### src/iocec_pkg.sv
// constants, types and field layouts of the io coherency event counter
//
// Functional notes
// - code 0x10 counts coherency operations, one mask bit per request type.
// - code 0x1e mask 0x01 counts inbound inserts, mask 0x02 outbound inserts.
// - code 0x1c mask bit 0 counts fastpath requests, bit 1 fastpath rejects.
// - misc set zero counts secondary inserts of reads, writes and atomics.
// - misc set zero counts fastpath transfers and prefetch ack hints.
// - code 0x1d low four mask bits count slow transfers of I, S, E, M lines.
// - misc set one mask bit 4 alone counts lost forwards.
// - misc set one bits 5 and 6 count transfers without and with enough state.
// - code 0x14 counts peer requests from the inbound transaction controller.
// - code 0x15 adds peer queue occupancy every cycle.
// - code 0x13 bits 0-3 pick peer kinds; bits 4, 5 qualify remote traffic.
// - peer transactions bits 6, 7 qualify local traffic and local target match.
// - snoop responses count only with one response bit and one snoop bit.
// - code 0x11 counts inbound transactions passed to the uncore.
// - inbound transaction type bits add up, one count per set type bit.
// - with the source bit set, a source port match is also required.
// - inbound mask bit 7 is only a qualifier and counts nothing alone.
// - inbound reads count read requests and never read prefetches.
// - inbound writes count requests plus one for every write retry.
// - inbound bits 2 and 3 count read and write prefetches.
// - inbound bits 4 and 5 count atomic and other transactions.
// - fast-allocate events use codes 0x16, 0x17, 0x18 and 0x19.
// - two 48-bit counters, each able to count any event.
package iocec_pkg;

    localparam int CNT_W = 48;
    localparam int NCNT  = 2;
    localparam int INC_W = 7;
    localparam int ADR_W = 5;

    // register offsets
    localparam logic [ADR_W-1:0] OFF_CTL0    = 5'h00;
    localparam logic [ADR_W-1:0] OFF_CTL1    = 5'h04;
    localparam logic [ADR_W-1:0] OFF_CNT0_LO = 5'h08;
    localparam logic [ADR_W-1:0] OFF_CNT0_HI = 5'h0c;
    localparam logic [ADR_W-1:0] OFF_CNT1_LO = 5'h10;
    localparam logic [ADR_W-1:0] OFF_CNT1_HI = 5'h14;

    // control register field positions and reset values
    localparam int CTL_CODE_LSB = 0;
    localparam int CTL_MASK_LSB = 8;
    localparam int CTL_EN_BIT   = 22;
    localparam logic [31:0] CTL_RST = 32'h0000_0000;
    localparam logic [CNT_W-1:0] CNT_RST = 48'h0000_0000_0000;

    // event codes
    localparam logic [7:0] EV_COH       = 8'h10;
    localparam logic [7:0] EV_TXN       = 8'h11;
    localparam logic [7:0] EV_SNP       = 8'h12;
    localparam logic [7:0] EV_PEER_TXN  = 8'h13;
    localparam logic [7:0] EV_PEER_REQ  = 8'h14;
    localparam logic [7:0] EV_PEER_OCC  = 8'h15;
    localparam logic [7:0] EV_FAF_ALLOC = 8'h16;
    localparam logic [7:0] EV_FAF_FULL  = 8'h17;
    localparam logic [7:0] EV_FAF_INS   = 8'h18;
    localparam logic [7:0] EV_FAF_OCC   = 8'h19;
    localparam logic [7:0] EV_MISC_EVENT_SET_ZERO     = 8'h1c;
    localparam logic [7:0] EV_MISC_EVENT_SET_ONE     = 8'h1d;
    localparam logic [7:0] EV_ALL       = 8'h1e;

    typedef struct packed {
        logic                en;
        logic [7:0]          umask;
        logic [7:0]          code;
    } iocec_ctl_type;

    // per-cycle indications from the coherency pipeline
    typedef struct packed {
        logic [7:0]          coh;
        logic                in_ins;
        logic                out_ins;
        logic                fast_req;
        logic                fast_rej;
        logic                sec_rd;
        logic                sec_wr;
        logic                sec_at;
        logic                fast_xfer;
        logic                pf_ack;
        logic [3:0]          slow;
        logic                lost_forward;
        logic                rcvd_invld;
        logic                rcvd_vld;
        logic                peer_req;
        logic [INC_W-1:0]    peer_occ;
        logic [3:0]          peer_kind;
        logic                peer_remote;
        logic                peer_tgt;
        logic [3:0]          snp_resp;
        logic [2:0]          snp_kind;
        logic [5:0]          txn;
        logic                txn_retry;
        logic                txn_src;
        logic                faf_alloc;
        logic                faf_full;
        logic                faf_ins;
        logic [INC_W-1:0]    faf_occ;
    } iocec_ev_type;

    typedef struct packed {
        iocec_ctl_type [NCNT-1:0]           ctl;
        logic [NCNT-1:0][CNT_W-1:0]         cnt;
        logic [31:0]                        rdata;
        logic                               rvalid;
    } iocec_state_type;

endpackage

### src/iocec_counter.sv
// event selection and the two counters of the io coherency agent monitor
//
// The plain strobed port and the address map were decided locally.
`timescale 1ns/1ns
`default_nettype none
module iocec_counter (
    input  wire logic                 i_ref_clk,
    input  wire logic                 i_rst,
    input  wire logic                 i_clk_en,
    input  wire logic [4:0]           i_addr,
    input  wire logic [31:0]          i_wdata,
    input  wire logic                 i_wr,
    input  wire logic                 i_rd,
    input  wire iocec_pkg::iocec_ev_type i_ev,
    output logic      [31:0]          o_rdata,
    output logic                      o_rvalid
);

    // ==========================================================
    // helpers
    function automatic logic [3:0] ones(input logic [7:0] v);
        logic [3:0] s;
        s = 4'h0;
        for (int i = 0; i < 8; i++) begin
            s = s + {3'h0, v[i]};
        end
        return s;
    endfunction

    function automatic logic [6:0] w7(input logic [3:0] n);
        return {3'h0, n};
    endfunction

    // ==========================================================
    // event selection
    function automatic logic [6:0] inc_of(
        input iocec_pkg::iocec_ctl_type k,
        input iocec_pkg::iocec_ev_type  e
    );
        logic [7:0] m;
        logic       ok;
        logic [3:0] n;
        m  = k.umask;
        ok = 1'b0;
        n  = 4'h0;
        inc_of = 7'h00;
        case (k.code)
            iocec_pkg::EV_COH: begin
                inc_of = w7(ones(e.coh & m));
            end
            iocec_pkg::EV_TXN: begin
                // type bits summed, bit 7 only gates on source
                n = ones({2'h0, e.txn & m[5:0]});
                n = n + {3'h0, m[1] & e.txn_retry};
                ok = !m[7] || e.txn_src;
                if (ok) begin
                    inc_of = w7(n);
                end
            end
            iocec_pkg::EV_SNP: begin
                ok = (|(e.snp_resp & m[3:0])) && (|(e.snp_kind & m[6:4]));
                inc_of = {6'h00, ok};
            end
            iocec_pkg::EV_PEER_TXN: begin
                if (m[7:4] == 4'h0) begin
                    ok = 1'b1;
                end else begin
                    ok = (m[4] && e.peer_remote)
                      || (m[5] && e.peer_remote && e.peer_tgt)
                      || (m[6] && !e.peer_remote)
                      || (m[7] && !e.peer_remote && e.peer_tgt);
                end
                inc_of = {6'h00, ok && (|(e.peer_kind & m[3:0]))};
            end
            iocec_pkg::EV_PEER_REQ: begin
                inc_of = {6'h00, e.peer_req};
            end
            iocec_pkg::EV_PEER_OCC: begin
                inc_of = e.peer_occ;
            end
            iocec_pkg::EV_FAF_ALLOC: begin
                inc_of = {6'h00, e.faf_alloc};
            end
            iocec_pkg::EV_FAF_FULL: begin
                inc_of = {6'h00, e.faf_full};
            end
            iocec_pkg::EV_FAF_INS: begin
                inc_of = {6'h00, e.faf_ins};
            end
            iocec_pkg::EV_FAF_OCC: begin
                inc_of = e.faf_occ;
            end
            iocec_pkg::EV_MISC_EVENT_SET_ZERO: begin
                if (m[7:2] == 6'h00) begin
                    n = ones({6'h00, m[1:0] & {e.fast_rej, e.fast_req}});
                    inc_of = w7(n);
                end else if (m[1:0] == 2'h0 && m[6:5] == 2'h0) begin
                    n = ones({5'h00,
                              m[4:2] & {e.sec_at, e.sec_wr, e.sec_rd}});
                    inc_of = w7(n);
                end else if (m[4:0] == 5'h00 && !m[7]) begin
                    n = ones({6'h00, m[6:5] & {e.pf_ack, e.fast_xfer}});
                    inc_of = w7(n);
                end
            end
            iocec_pkg::EV_MISC_EVENT_SET_ONE: begin
                if (m[7:4] == 4'h0) begin
                    inc_of = w7(ones({4'h0, m[3:0] & e.slow}));
                end else if (m[3:0] == 4'h0) begin
                    // lost forward only with the upper bits clear
                    n = ones({5'h00, m[6:5] & {e.rcvd_vld, e.rcvd_invld},
                              m[4] && m[7:5] == 3'h0 && e.lost_forward});
                    inc_of = w7(n);
                end
            end
            iocec_pkg::EV_ALL: begin
                if (m == 8'h01) begin
                    inc_of = {6'h00, e.in_ins};
                end else if (m == 8'h02) begin
                    inc_of = {6'h00, e.out_ins};
                end
            end
            default: begin
                inc_of = 7'h00;
            end
        endcase
        if (!k.en) begin
            inc_of = 7'h00;
        end
    endfunction

    // ==========================================================
    // state
    iocec_pkg::iocec_state_type st_q;
    iocec_pkg::iocec_state_type st_d;

    always_comb begin
        st_d = st_q;
        st_d.rvalid = i_rd;
        st_d.rdata  = 32'h0000_0000;
        // each counter runs its own selection
        for (int c = 0; c < iocec_pkg::NCNT; c++) begin
            st_d.cnt[c] = st_q.cnt[c]
                + iocec_pkg::CNT_W'(inc_of(st_q.ctl[c], i_ev));
        end
        if (i_wr) begin
            if (i_addr == iocec_pkg::OFF_CTL0) begin
                st_d.ctl[0].code  = i_wdata[iocec_pkg::CTL_CODE_LSB +: 8];
                st_d.ctl[0].umask = i_wdata[iocec_pkg::CTL_MASK_LSB +: 8];
                st_d.ctl[0].en    = i_wdata[iocec_pkg::CTL_EN_BIT];
            end else if (i_addr == iocec_pkg::OFF_CTL1) begin
                st_d.ctl[1].code  = i_wdata[iocec_pkg::CTL_CODE_LSB +: 8];
                st_d.ctl[1].umask = i_wdata[iocec_pkg::CTL_MASK_LSB +: 8];
                st_d.ctl[1].en    = i_wdata[iocec_pkg::CTL_EN_BIT];
            end else if (i_addr == iocec_pkg::OFF_CNT0_LO) begin
                st_d.cnt[0][31:0] = i_wdata;
            end else if (i_addr == iocec_pkg::OFF_CNT0_HI) begin
                st_d.cnt[0][47:32] = i_wdata[15:0];
            end else if (i_addr == iocec_pkg::OFF_CNT1_LO) begin
                st_d.cnt[1][31:0] = i_wdata;
            end else if (i_addr == iocec_pkg::OFF_CNT1_HI) begin
                st_d.cnt[1][47:32] = i_wdata[15:0];
            end
        end
        if (i_rd) begin
            if (i_addr == iocec_pkg::OFF_CTL0) begin
                st_d.rdata = {9'h000, st_q.ctl[0].en, 6'h00,
                              st_q.ctl[0].umask, st_q.ctl[0].code};
            end else if (i_addr == iocec_pkg::OFF_CTL1) begin
                st_d.rdata = {9'h000, st_q.ctl[1].en, 6'h00,
                              st_q.ctl[1].umask, st_q.ctl[1].code};
            end else if (i_addr == iocec_pkg::OFF_CNT0_LO) begin
                st_d.rdata = st_q.cnt[0][31:0];
            end else if (i_addr == iocec_pkg::OFF_CNT0_HI) begin
                st_d.rdata = {16'h0000, st_q.cnt[0][47:32]};
            end else if (i_addr == iocec_pkg::OFF_CNT1_LO) begin
                st_d.rdata = st_q.cnt[1][31:0];
            end else if (i_addr == iocec_pkg::OFF_CNT1_HI) begin
                st_d.rdata = {16'h0000, st_q.cnt[1][47:32]};
            end
        end
    end

    always_ff @(posedge i_ref_clk) begin
        if (i_rst) begin
            st_q.ctl    <= {iocec_pkg::NCNT{17'h0_0000}};
            st_q.cnt    <= {iocec_pkg::NCNT{iocec_pkg::CNT_RST}};
            st_q.rdata  <= iocec_pkg::CTL_RST;
            st_q.rvalid <= 1'b0;
        end else if (i_clk_en) begin
            st_q <= st_d;
        end
    end

    assign o_rdata  = st_q.rdata;
    assign o_rvalid = st_q.rvalid;

    // ==========================================================
    // checks on counter zero
    logic [47:0]               c0;
    iocec_pkg::iocec_ctl_type  k0;
    logic                      quiet0;
    assign c0 = st_q.cnt[0];
    assign k0 = st_q.ctl[0];
    assign quiet0 = i_clk_en && !(i_wr
        && (i_addr == iocec_pkg::OFF_CNT0_LO
         || i_addr == iocec_pkg::OFF_CNT0_HI));
endmodule
`default_nettype wire

### config.mk
export PLATFORM = sky130hd
export DESIGN_NAME = iocec_counter
export DESIGN_NICKNAME = d
export VERILOG_FILES = /design/src/iocec_pkg.sv /design/src/iocec_counter.sv
export SDC_FILE = /design/constraint.sdc
export NUM_CORES = 1
export LEC_CHECK = 0
export ABC_AREA = 1
export ABC_CLOCK_PERIOD_IN_PS = 4400
export BUFFER_PORTS_ARGS = -buffer_cell sky130_fd_sc_hd__clkbuf_2
export CORE_AREA = 2 2 161 163
export DETAILED_ROUTE_END_ITERATION = 7
export DIE_AREA = 0 0 163 165
export PLACE_DENSITY = 0.77
export RECOVER_POWER = 100
export SYNTH_ARGS = -nofsm -noshare
export SYNTH_HDL_FRONTEND = slang
export SYNTH_SLANG_ARGS = --single-unit
### constraint.sdc
create_clock -name i_ref_clk -period 4.4 [get_ports i_ref_clk]
set_input_delay 0.22 -clock i_ref_clk [delete_from_list [all_inputs] [get_ports i_ref_clk]]
set_output_delay 0.22 -clock i_ref_clk [all_outputs]
set_load 0.005 [all_outputs]
# ---- Yosys cells after proc, flatten, opt, wreduce, memory -nomap -nowiden
# Index checks and enable logic that the tools add are counted.
dict set report word_totals {
  elab_cells 213
  in_bits 105
  regBits 163
  output_inout_bits 33
}
dict set report op_classes {
  muxes 41
  addsub 46
  bitwise_logic 23
  eq_ne 35
  reduce_logical 58
}
# op n
set ops {}
lappend ops {{$mux W96} 3}
lappend ops {{$mux W32} 8}
lappend ops {{$eq A8 B5 Y1 const B} 26}
lappend ops {{$pmux W7 S13} 2}
lappend ops {{$add A48 B7 Y48} 2}
lappend ops {{$mux W16} 4}
lappend ops {{$mux W64} 1}
lappend ops {{$add A4 B1 Y4} 14}
lappend ops {{$mux W48} 1}
lappend ops {{$add A2 B1 Y3} 10}
lappend ops {{$add A1 B1 Y2} 14}
lappend ops {{$add A3 B1 Y4} 6}
lappend ops {{$and A4 B4 Y4} 6}
lappend ops {{$logic_and A1 B1 Y1} 24}
lappend ops {{$mux W3} 6}
lappend ops {{$and A8 B8 Y8} 2}
lappend ops {{$eq A8 B1 Y1 const B} 2}
lappend ops {{$eq A8 B2 Y1 const B} 2}
lappend ops {{$logic_not A4 Y1} 4}
lappend ops {{$mux W4} 4}
lappend ops {{$reduce_or A4 Y1} 4}
lappend ops {{$logic_not A5 Y1} 3}
lappend ops {{$mux W7} 2}
lappend ops {{$and A2 B2 Y2} 6}
lappend ops {{17 further kinds} 47}

# ---- Depth between registers and ports, before layout
# Gate-level depths: netlist of the first run.
dict set report depth {
  word_depth 18
  depth_mapped 28
  ltp_nobuf 27
}

# ---- Worst setup path after synthesis of the first run
# Ideal clock, no wire load.
dict set report synth_path {
  path_kind {reg2reg}
  startpoint {reg st_q, in the netlist k0[8]}
  endpoint {reg st_q, in the netlist c0[23]}
  required_ps 4268
  setup_ps 132
  slack_ps -311
  period_less_slack_ps 4711
  path_stages_with_launch 24
  path_buffers 1
  arrival_time_ps 4579
  path_cell_list {dfxtp_1 -> clkbuf_1 -> nand2_1 -> fa_1 -> fa_1 -> fa_1 -> inv_1 -> ha_1 -> inv_1 -> fa_1 -> xor2_1 -> o2111ai_1 -> nor2_1 -> nor2_1 -> ha_1 -> or2_2 -> nand3_1 -> nand2_1 -> nand2_1 -> nor2_1 -> nand2_1 -> nand2_1 -> o21ai_0 -> a21oi_1}
}
dict set report synth_between {
  elab_chain_cells 15
  elab_cells_between_ends 49
  cone_classes {add/sub (18); eq/ne (2); mux (14); bitwise (6); reduce/logical (9)}
}
# item line_no
set synth_rtl {}
lappend synth_rtl {{start: declaration} iocec_counter.sv:134} ;# iocec_pkg::iocec_state_type st_q;
lappend synth_rtl {{start signal: assignment} iocec_counter.sv:191} ;# st_q <= st_d;
lappend synth_rtl {{$and A8 B8 Y8 or $and A6 B6 Y6 (tied branches)} {iocec_counter.sv:49, iocec_counter.sv:53}}
lappend synth_rtl {{$add A1 B1 Y2} iocec_counter.sv:25} ;# s = s + {3'h0, v[i]};
lappend synth_rtl {{$add A2 B1 Y3} iocec_counter.sv:25}
lappend synth_rtl {{$add A3 B1 Y4} iocec_counter.sv:25}
lappend synth_rtl {{$add A4 B1 Y4 (2 in a row)} iocec_counter.sv:25}
lappend synth_rtl {{$add A4 B1 Y4, on equally long branches} {iocec_counter.sv:25, iocec_counter.sv:54}}
lappend synth_rtl {{$add A4 B1 Y4 or $mux W4 (tied branches)} {iocec_counter.sv:25, iocec_counter.sv:56}}
lappend synth_rtl {{$pmux W7 S13 *} iocec_counter.sv:47} ;# case (k.code)
lappend synth_rtl {{$mux W7 *} iocec_counter.sv:127} ;# if (!k.en) begin
lappend synth_rtl {{$add A48 B7 Y48 *} iocec_counter.sv:144} ;# + iocec_pkg::CNT_W'(inc_of(st_q.ctl[c], i_ev));
lappend synth_rtl {{$mux W32} iocec_counter.sv:155} ;# end else if (i_addr == iocec_pkg::OFF_CNT0_LO) begin
lappend synth_rtl {{$mux W96} iocec_counter.sv:151} ;# end else if (i_addr == iocec_pkg::OFF_CTL1) begin
lappend synth_rtl {{$mux W96} iocec_counter.sv:147} ;# if (i_addr == iocec_pkg::OFF_CTL0) begin
lappend synth_rtl {{$mux W96 *} iocec_counter.sv:146} ;# if (i_wr) begin
# Every way passes the cells marked *; elsewhere a longest branch is shown, timed or not.
# A chain may end at the register's enable or synchronous reset.

# ---- Final worst setup path of the first run
dict set report layout_path {
  startpoint {reg st_q[155] (netlist name)}
  endpoint {reg st_q[98] (netlist name)}
}
dict set report layout_between {
  elab_chain_cells 17
  elab_cells_between_ends 52
  cone_classes {add/sub (18); eq/ne (2); mux (16); bitwise (7); reduce/logical (9)}
}
# item line_no
set layout_rtl {}
lappend layout_rtl {{$and A8 B8 Y8 or $and A6 B6 Y6 (tied branches)} {iocec_counter.sv:49, iocec_counter.sv:53}}
lappend layout_rtl {{$add A1 B1 Y2} iocec_counter.sv:25}
lappend layout_rtl {{$add A2 B1 Y3} iocec_counter.sv:25}
lappend layout_rtl {{$add A3 B1 Y4} iocec_counter.sv:25}
lappend layout_rtl {{$add A4 B1 Y4 (2 in a row)} iocec_counter.sv:25}
lappend layout_rtl {{$add A4 B1 Y4, on equally long branches} {iocec_counter.sv:25, iocec_counter.sv:54}}
lappend layout_rtl {{$add A4 B1 Y4 or $mux W4 (tied branches)} {iocec_counter.sv:25, iocec_counter.sv:56}}
lappend layout_rtl {{$pmux W7 S13 *} iocec_counter.sv:47}
lappend layout_rtl {{$mux W7 *} iocec_counter.sv:127}
lappend layout_rtl {{$add A48 B7 Y48 *} iocec_counter.sv:144}
lappend layout_rtl {{$mux W32} iocec_counter.sv:159} ;# end else if (i_addr == iocec_pkg::OFF_CNT1_LO) begin
lappend layout_rtl {{$mux W48} iocec_counter.sv:157} ;# end else if (i_addr == iocec_pkg::OFF_CNT0_HI) begin
lappend layout_rtl {{$mux W64} iocec_counter.sv:155}
lappend layout_rtl {{$mux W96} iocec_counter.sv:151}
lappend layout_rtl {{$mux W96} iocec_counter.sv:147}
lappend layout_rtl {{$mux W96 *} iocec_counter.sv:146}
# Marked as above.

==> results.py, run 1 <==
metrics = {
    "run_status": {
        "status": "complete, but fails checks",
        "violations": "negative setup slack",
    },
    "die": {
        "dieArea_mm2": 0.0269,
        "boundaryPins": 138,
        "die_h_um": 165,
        "row_count": 58,
        "die_w_um": 163,
        "coreArea_mm2": 0.0250,
        "initial_core_util_pct": 54.4,
    },
    "cells_and_area": {
        "seqCellArea_mm2": 0.00327,
        "syn_to_final_growth_pct": 19.4,
        "utilization_pct": 64.9,
        "layout_common_cells": "nand2_1 (729), a21oi_1 (264), inv_1 (254)",
        "num-nets-final": 2653,
        "multi_input_area_mm2": 0.00956,
        "drive_gt1_share_pct": 16.5,
        "diodes": 0,
        "nFillCells": 2411,
        "final_common_cell": "nand2_1",
    },
    "setup_path": {
        "critPathKind": "flop to flop",
        "crit_fanout": 7,
        "crit_buf_inv": 4,
        "endpoint_kind": "flop",
        "cpMaxStageDelayCell": "fa_1",
        "crit_chain": "nand2_2 -> inv_2 -> fa_1 -> inv_1 -> fa_1 -> fa_1 -> inv_2 -> ha_4 -> fa_2 -> nand2_2 -> nand3_2 -> nor2_2 -> a21oi_2 -> buf_4 -> ha_4 -> nor2_1 -> nand2_4 -> nand3_4 -> nand2_8 -> nand3_4 -> xor2_2 -> nand2_1 -> nand2_1 -> a21oi_1",
        "startpoint_type": "flop",
        "cp.arrival_ns": 4.82,
        "path_common_cell": "fa_1",
        "cp_top_family": "adder cells",
        "r2r_cells": 24,
        "slowest_delay_ns": 0.51,
        "cp.depth": 24,
        "critPathRequiredTime_ns": 4.67,
    },
    "clock_tree": {
        "cts-buffers-inserted": 17,
        "clock_sinks": 163,
        "clk_pin_slew_ns": 0.08,
        "clock_path_buffers": 2,
        "h-tree-depth": 4,
        "clk_latency_ns": 0.44,
        "cts_tree": "built",
        "clockRootBuffer": "clkbuf_16",
    },
    "global_route": {
        "overflow": 0,
        "track_usage_pct": 43.6,
        "grt_pass1_vias": 15600,
        "grt_max_degree": 92,
        "grt_antenna_before_repair": 0,
        "grt_pass1_wl_mm": 88.2,
    },
    "yosys": {
        "synth.area.top_cells": "dfxtp_1 (24%), nand2_1 (21%), a21oi_1 (10%), inv_1 (7.3%), nor2_1 (6.9%)",
        "synth.distinct_cells": 34,
        "synth_area_per_cell_um2": 5.71,
        "netlist_area_mm2": 0.0136,
        "synth_flop_cell": "dfxtp_1",
        "yosysWarnings": 0,
        "synth_enable_flop_cells": 0,
        "synth_nets": 2540,
        "synth_top_area_cell": "dfxtp_1",
        "netlist_instances": 2383,
        "synth_top_cell_area_share_pct": 24.0,
        "yosysSeqAreaShare_pct": 24.0,
        "ys_ff_latch": 163,
        "synth-async-reset-ratio_pct": 0,
    },
    "timing": {
        "drv_slew": 0,
        "fin_skew_ns": 0.0166,
        "rsz0062_at_grt": "yes",
        "setup-tns-final_ns": -3.05,
        "setup_slack_ns": -0.146,
        "hold_viol": 0,
        "min_period_ns": 4.55,
        "fmax_ghz": 0.220,
        "tightestPinTransition_ns": 1.08,
        "finalCritPeriodShare_pct": 103,
        "holdWs_ns": 0.0921,
        "slew_headroom_pct": 28.1,
        "setup_viol_count_final": 66,
    },
    "routing": {
        "num_vias": 17200,
        "viasPerCell": 6.05,
        "routed_wl_mm": 59.6,
        "routedWlPerCell_um": 21.0,
        "ant_nets": 0,
        "drtPass1Iterations": 8,
        "drt-initial-drc-count": 2214,
        "drc": 0,
    },
    "placement": {
        "io_buffers": 137,
        "dp_hpwl_mm": 44.9,
        "routabilityCongestion": 1.06,
        "dp_slack_ns": -0.396,
    },
    "worst_hold_path": {
        "hold_path_depth": 3,
        "min_path_type": "input pin to flop",
    },
    "power": {
        "p_leak_nw": 7.04,
        "p_per_area_mw_per_mm2": 208,
        "power_w": 0.00338,
        "ir_worst_vdd_mv": 0.265,
    },
    "job": {
        "cap_violations": 0,
    },
}
## kinds of logic after synthesis
family / Yosys count / synth area share [%]
AOI/OAI and AO/OA: 437 / 16.9
buffers and inverters: 406 / 12.2
and+or+nand+nor: 1301 / 39.3
DFF: 163 / 24.0
xor gates and xnor gates: 24 / 1.54
adders and majority gates: 52 / 6.11
## worst reg2reg max path, delay by kind of cell, from the launching register on
kind	cells	cell delay (ns)
compound gates	2	0.15
xor+xnor	1	0.19
fa+ha+maj	6	2.24
buf+inv	4	0.33
flops	1	0.35
simple gates	11	1.14
## where the power goes
part	leakage, nW	internal, W	switching, W
Clock	0.268	0.000785	0.000705
Combinational	5.46	0.000108	0.000259
Sequential	1.32	0.00149	0.0000280
## metal layers
metal | vias to the layer above | part of all wire (%) | GRT usage, %
met2 | 1226 | 43 | 68.7
met5 | - | 0 | 0
li1 | 7876 | - | -
met1 | 7802 | 37 | 53.9
met3 | 260 | 11 | 7.73
met4 | 0 | 8.1 | 30.9
## synth_stat cells (2+ instances only)
cell type  number
and2_1          2
o21ai_1        15
or2_2          15
dfxtp_1       163
ha_1           28
inv_2          13
clkbuf_1       85
nand3_1       182
fa_1           24
nand3b_1        6
xnor2_1         7
buf_2          10
nor3b_1         2
nor3_1         15
o22ai_1        13
a31oi_1         4
o21ai_0        99
o211ai_1       27
nand2_1       778
o2111ai_1       4
nor2_1        249
nor2_2          3
xor2_1         17
inv_1         265
a21oi_1       272
nand4_1        46
buf_4          32
## per-stage QoR
step | area (um2) | instances
2_1_floorplan | 13700 | 2383
3_3_place_gp | 14700 | 2795
3_5_place_dp | 14700 | 2795
4_1_cts | 15900 | 2835
5_1_grt | 16300 | 2838
6_report | 16300 | 2838
## repair_timing
action                     CTS  global route
gates resized for setup    159            95
setup endpoints to repair   89            92
setup buffers               10             3
pin swaps                   71            70
hold buffers                 0             0
## final cells by class
type / instances / area share (%)
multi-input cells: 1814 / 58.8
flip-flops and latches: 163 / 20.1
repair buffers: 222 / 8.58
inverters: 278 / 6.54
clock buffers: 17 / 2.62
well taps: 330 / 2.54
clock inverters: 14 / 0.785
## state kept, by name (all words and copies together), names as in the netlist
signal	count
c0	48
k0	17
o_rdata	32
o_rvalid	1
st_q	65
## path summary, 6_finish.rpt
check                     startpoint                       to  slack [ns]
max reg2reg   st_q[155]$_SDFFE_PP0P_    st_q[98]$_SDFFE_PP0P_       -0.15
max           st_q[155]$_SDFFE_PP0P_    st_q[98]$_SDFFE_PP0P_       -0.15
min                       i_wdata[9]    st_q[90]$_SDFFE_PP0P_        0.09
min reg2reg  o_rdata[8]$_SDFFE_PP0P_  o_rdata[8]$_SDFFE_PP0P_        0.47
(Power assumes the default switching activity.)
==> run 2: changes to the inputs <==
--- a/config.mk
+++ b/config.mk
@@ -6,12 +6,12 @@
 export NUM_CORES = 1
 export LEC_CHECK = 0
 export ABC_AREA = 1
-export ABC_CLOCK_PERIOD_IN_PS = 4400
+export ABC_CLOCK_PERIOD_IN_PS = 5060
 export BUFFER_PORTS_ARGS = -buffer_cell sky130_fd_sc_hd__clkbuf_2
-export CORE_AREA = 2 2 161 163
+export CORE_AREA = 2 2 153 155
 export DETAILED_ROUTE_END_ITERATION = 7
-export DIE_AREA = 0 0 163 165
-export PLACE_DENSITY = 0.77
+export DIE_AREA = 0 0 155 157
+export PLACE_DENSITY = 0.81
 export RECOVER_POWER = 100
 export SYNTH_ARGS = -nofsm -noshare
 export SYNTH_HDL_FRONTEND = slang
==> constraint.sdc (replaced) <==
create_clock -name i_ref_clk -period 5.06 [get_ports i_ref_clk]
set_input_delay 0.253 -clock i_ref_clk [delete_from_list [all_inputs] [get_ports i_ref_clk]]
set_output_delay 0.253 -clock i_ref_clk [all_outputs]
set_load 0.005 [all_outputs]
==> run 2 against run 1 <==
  * Worst hold slack improved by 0.031 ns
  * Sequential power fell by 13%
  * Flip-flop and latch count is the same
  * The flow finishes with violations (max-capacitance violations, max-slew violations)
  * Non-clock buffer count fell by 49
  * Cell area fell by 7.9%
  * Clock power decreased by 13%
  * Worst setup slack gained 0.33 ns
  * Combinational power decreased by 19%
  * Clock-buffer cell count increased by 2
  * Critical path depth stayed put
  * Critical endpoint is now c0[28]$_SDFFE_PP0P_
  * Highest routed layer unchanged
==> results.py, run 2 (synthesis gave the netlist of run 1 again) <==
metrics = {
    "setup_path": {
        "slowest_delay_ns": 0.58,
        "crit_fanout": 5,
        "cp.arrival_ns": 5.23,
        "critPathRequiredTime_ns": 5.42,
        "path_common_cell": "fa_1",
        "critPathKind": "flop to flop",
        "endpoint_kind": "flop",
        "crit_chain": "nand2_1 -> fa_1 -> fa_1 -> fa_1 -> inv_1 -> ha_1 -> inv_1 -> fa_1 -> o21ai_0 -> buf_4 -> nor2_2 -> a21oi_2 -> buf_4 -> fa_1 -> nand3_1 -> nand3_2 -> nand3_1 -> nand2_2 -> buf_4 -> nand2_1 -> nor2_1 -> o21ai_0 -> nand2_1 -> a21oi_2",
        "r2r_slack_ns": 0.18,
        "cpMaxStageDelayCell": "fa_1",
        "startpoint_type": "flop",
    },
    "cells_and_area": {
        "largest_reg_flops": 65,
        "largest_register": "st_q",
        "nFillCells": 2169,
        "diodes": 0,
        "final-instance-count-excl-fill": 2746,
        "layout_common_cells": "nand2_1 (764), a21oi_1 (269), inv_1 (268)",
        "syn_to_final_growth_pct": 9.97,
        "design_area_mm2": 0.0150,
        "drive_gt1_share_pct": 9.67,
        "final_common_cell": "nand2_1",
        "num-nets-final": 2605,
    },
    "global_route": {
        "overflow": 0,
        "grt_pass1_vias": 15100,
        "grt_pass1_wl_mm": 83.8,
        "track_usage_pct": 45.0,
        "grt_max_degree": 113,
        "grt_antenna_before_repair": 0,
    },
    "clock_tree": {
        "ctsHoldBuffers": 0,
        "clock_path_buffers": 2,
        "clockRootBuffer": "clkbuf_16",
        "clock_sinks": 163,
        "clk_pin_slew_ns": 0.08,
        "h-tree-depth": 4,
        "cts_tree": "built",
        "cts-buffers-inserted": 17,
        "clk_latency_ns": 0.45,
    },
    "timing": {
        "tightestPinTransition_ns": 2.02,
        "setup_viol_count_final": 0,
        "fin_skew_ns": 0.0226,
        "rsz0062_at_grt": "yes",
        "slew_headroom_pct": -34.9,
        "setup_slack_ns": 0.182,
        "min_period_ns": 4.88,
        "fmax_ghz": 0.205,
        "finalCritPeriodShare_pct": 96.4,
        "setup-tns-final_ns": 0,
        "hold_viol": 0,
        "drv_slew": 35,
    },
    "routing": {
        "routed_wl_mm": 56.1,
        "routedWlPerCell_um": 20.4,
        "drc": 0,
        "drt-initial-drc-count": 2490,
        "ant_nets": 0,
        "viasPerCell": 6.11,
        "drtPass1Iterations": 7,
        "num_vias": 16800,
    },
    "placement": {
        "io_buffers": 137,
        "dp_hpwl_mm": 42.2,
        "dp_slack_ns": 0.0168,
        "dpl_cell_area_mm2": 0.0143,
        "routabilityCongestion": 1.08,
        "dp_cells": 2712,
    },
    "die": {
        "die_w_um": 155,
        "boundaryPins": 138,
        "row_count": 55,
        "die_h_um": 157,
        "initial_core_util_pct": 60.5,
        "coreArea_mm2": 0.0225,
        "dieArea_mm2": 0.0243,
    },
    "worst_hold_path": {
        "min_path_type": "input pin to flop",
    },
    "run_status": {
        "status": "complete, but fails checks",
        "violations": "max-capacitance violations, max-slew violations",
    },
    "power": {
        "p_per_area_mw_per_mm2": 195,
        "ir_worst_vdd_mv": 0.218,
        "p_leak_nw": 6.50,
        "power_w": 0.00292,
    },
    "job": {
        "cap_violations": 1,
    },
}
## run 2: cell count changes in the layout (fill, tap and decap cells not counted), sizes merged
cell,change
clkinvlp,+3
clkbuf,+3
nand2,+1
clkinv,-4
buf,-50
## run 2: final cells by class
class | instances | area (um2) | area share [%]
Multi-Input combinational cell | 1815 | 8800 | 58.8
Timing Repair Buffer | 173 | 933 | 6.24
Clock inverter | 13 | 126 | 0.844
Inverter | 278 | 1050 | 7.01
Sequential cell | 163 | 3260 | 21.8
Tap cell | 285 | 357 | 2.38
Clock buffer | 19 | 433 | 2.89
## run 2: final timing paths
kind / depth (start not counted) / end / start
setup / recovery: 24 / c0[28]$_SDFFE_PP0P_ / k0[11]$_SDFFE_PP0P_
hold / removal: 3 / st_q[91]$_SDFFE_PP0P_ / i_wdata[10]
setup reg to reg: 24 / c0[28]$_SDFFE_PP0P_ / k0[11]$_SDFFE_PP0P_
hold reg to reg: 2 / o_rdata[31]$_SDFFE_PP0P_ / o_rdata[31]$_SDFFE_PP0P_
## run 2: repair_timing
item                                    4_1_cts  5_1_grt
endpoints found under the setup margin        0       62
gates resized for setup                       0       31
buffers inserted                              0        1
## run 2: power by group
part	internal [W]	total, W	switching, W
registers	0.00130	0.00132	0.0000234
clock network	0.000687	0.00130	0.000617
logic	0.0000853	0.000298	0.000213
## run 2: worst max-delay path: cells and delay by family, from the launching register on
family	cells	cell delay [ns]
fa+ha+maj	6	2.56
compound gates	4	0.46
flops	1	0.34
simple gates	9	0.83
buf+inv	5	0.60
## run 2: stage by stage
| stage | hold slack, ns | util (%) |
|---|---|---|
| after global placement | 0.449 | 63.6 |
| after detailed placement | 0.458 | 63.6 |
| final | 0.123 | 66.5 |
| after global routing | 0.151 | 66.5 |
| after floorplan | 0.436 | - |
| after CTS | 0.126 | 66.1 |
## run 2: per-layer routing
| metal | wire length (um) | vias up | track usage [%] |
|---|---|---|---|
| met5 | 0 | - | 0 |
| met4 | 4800 | 0 | 31.2 |
| met3 | 6870 | 285 | 9.77 |
| met2 | 23600 | 1195 | 70.2 |
| met1 | 20900 | 7532 | 55.7 |
| li1 | - | 7759 | - |
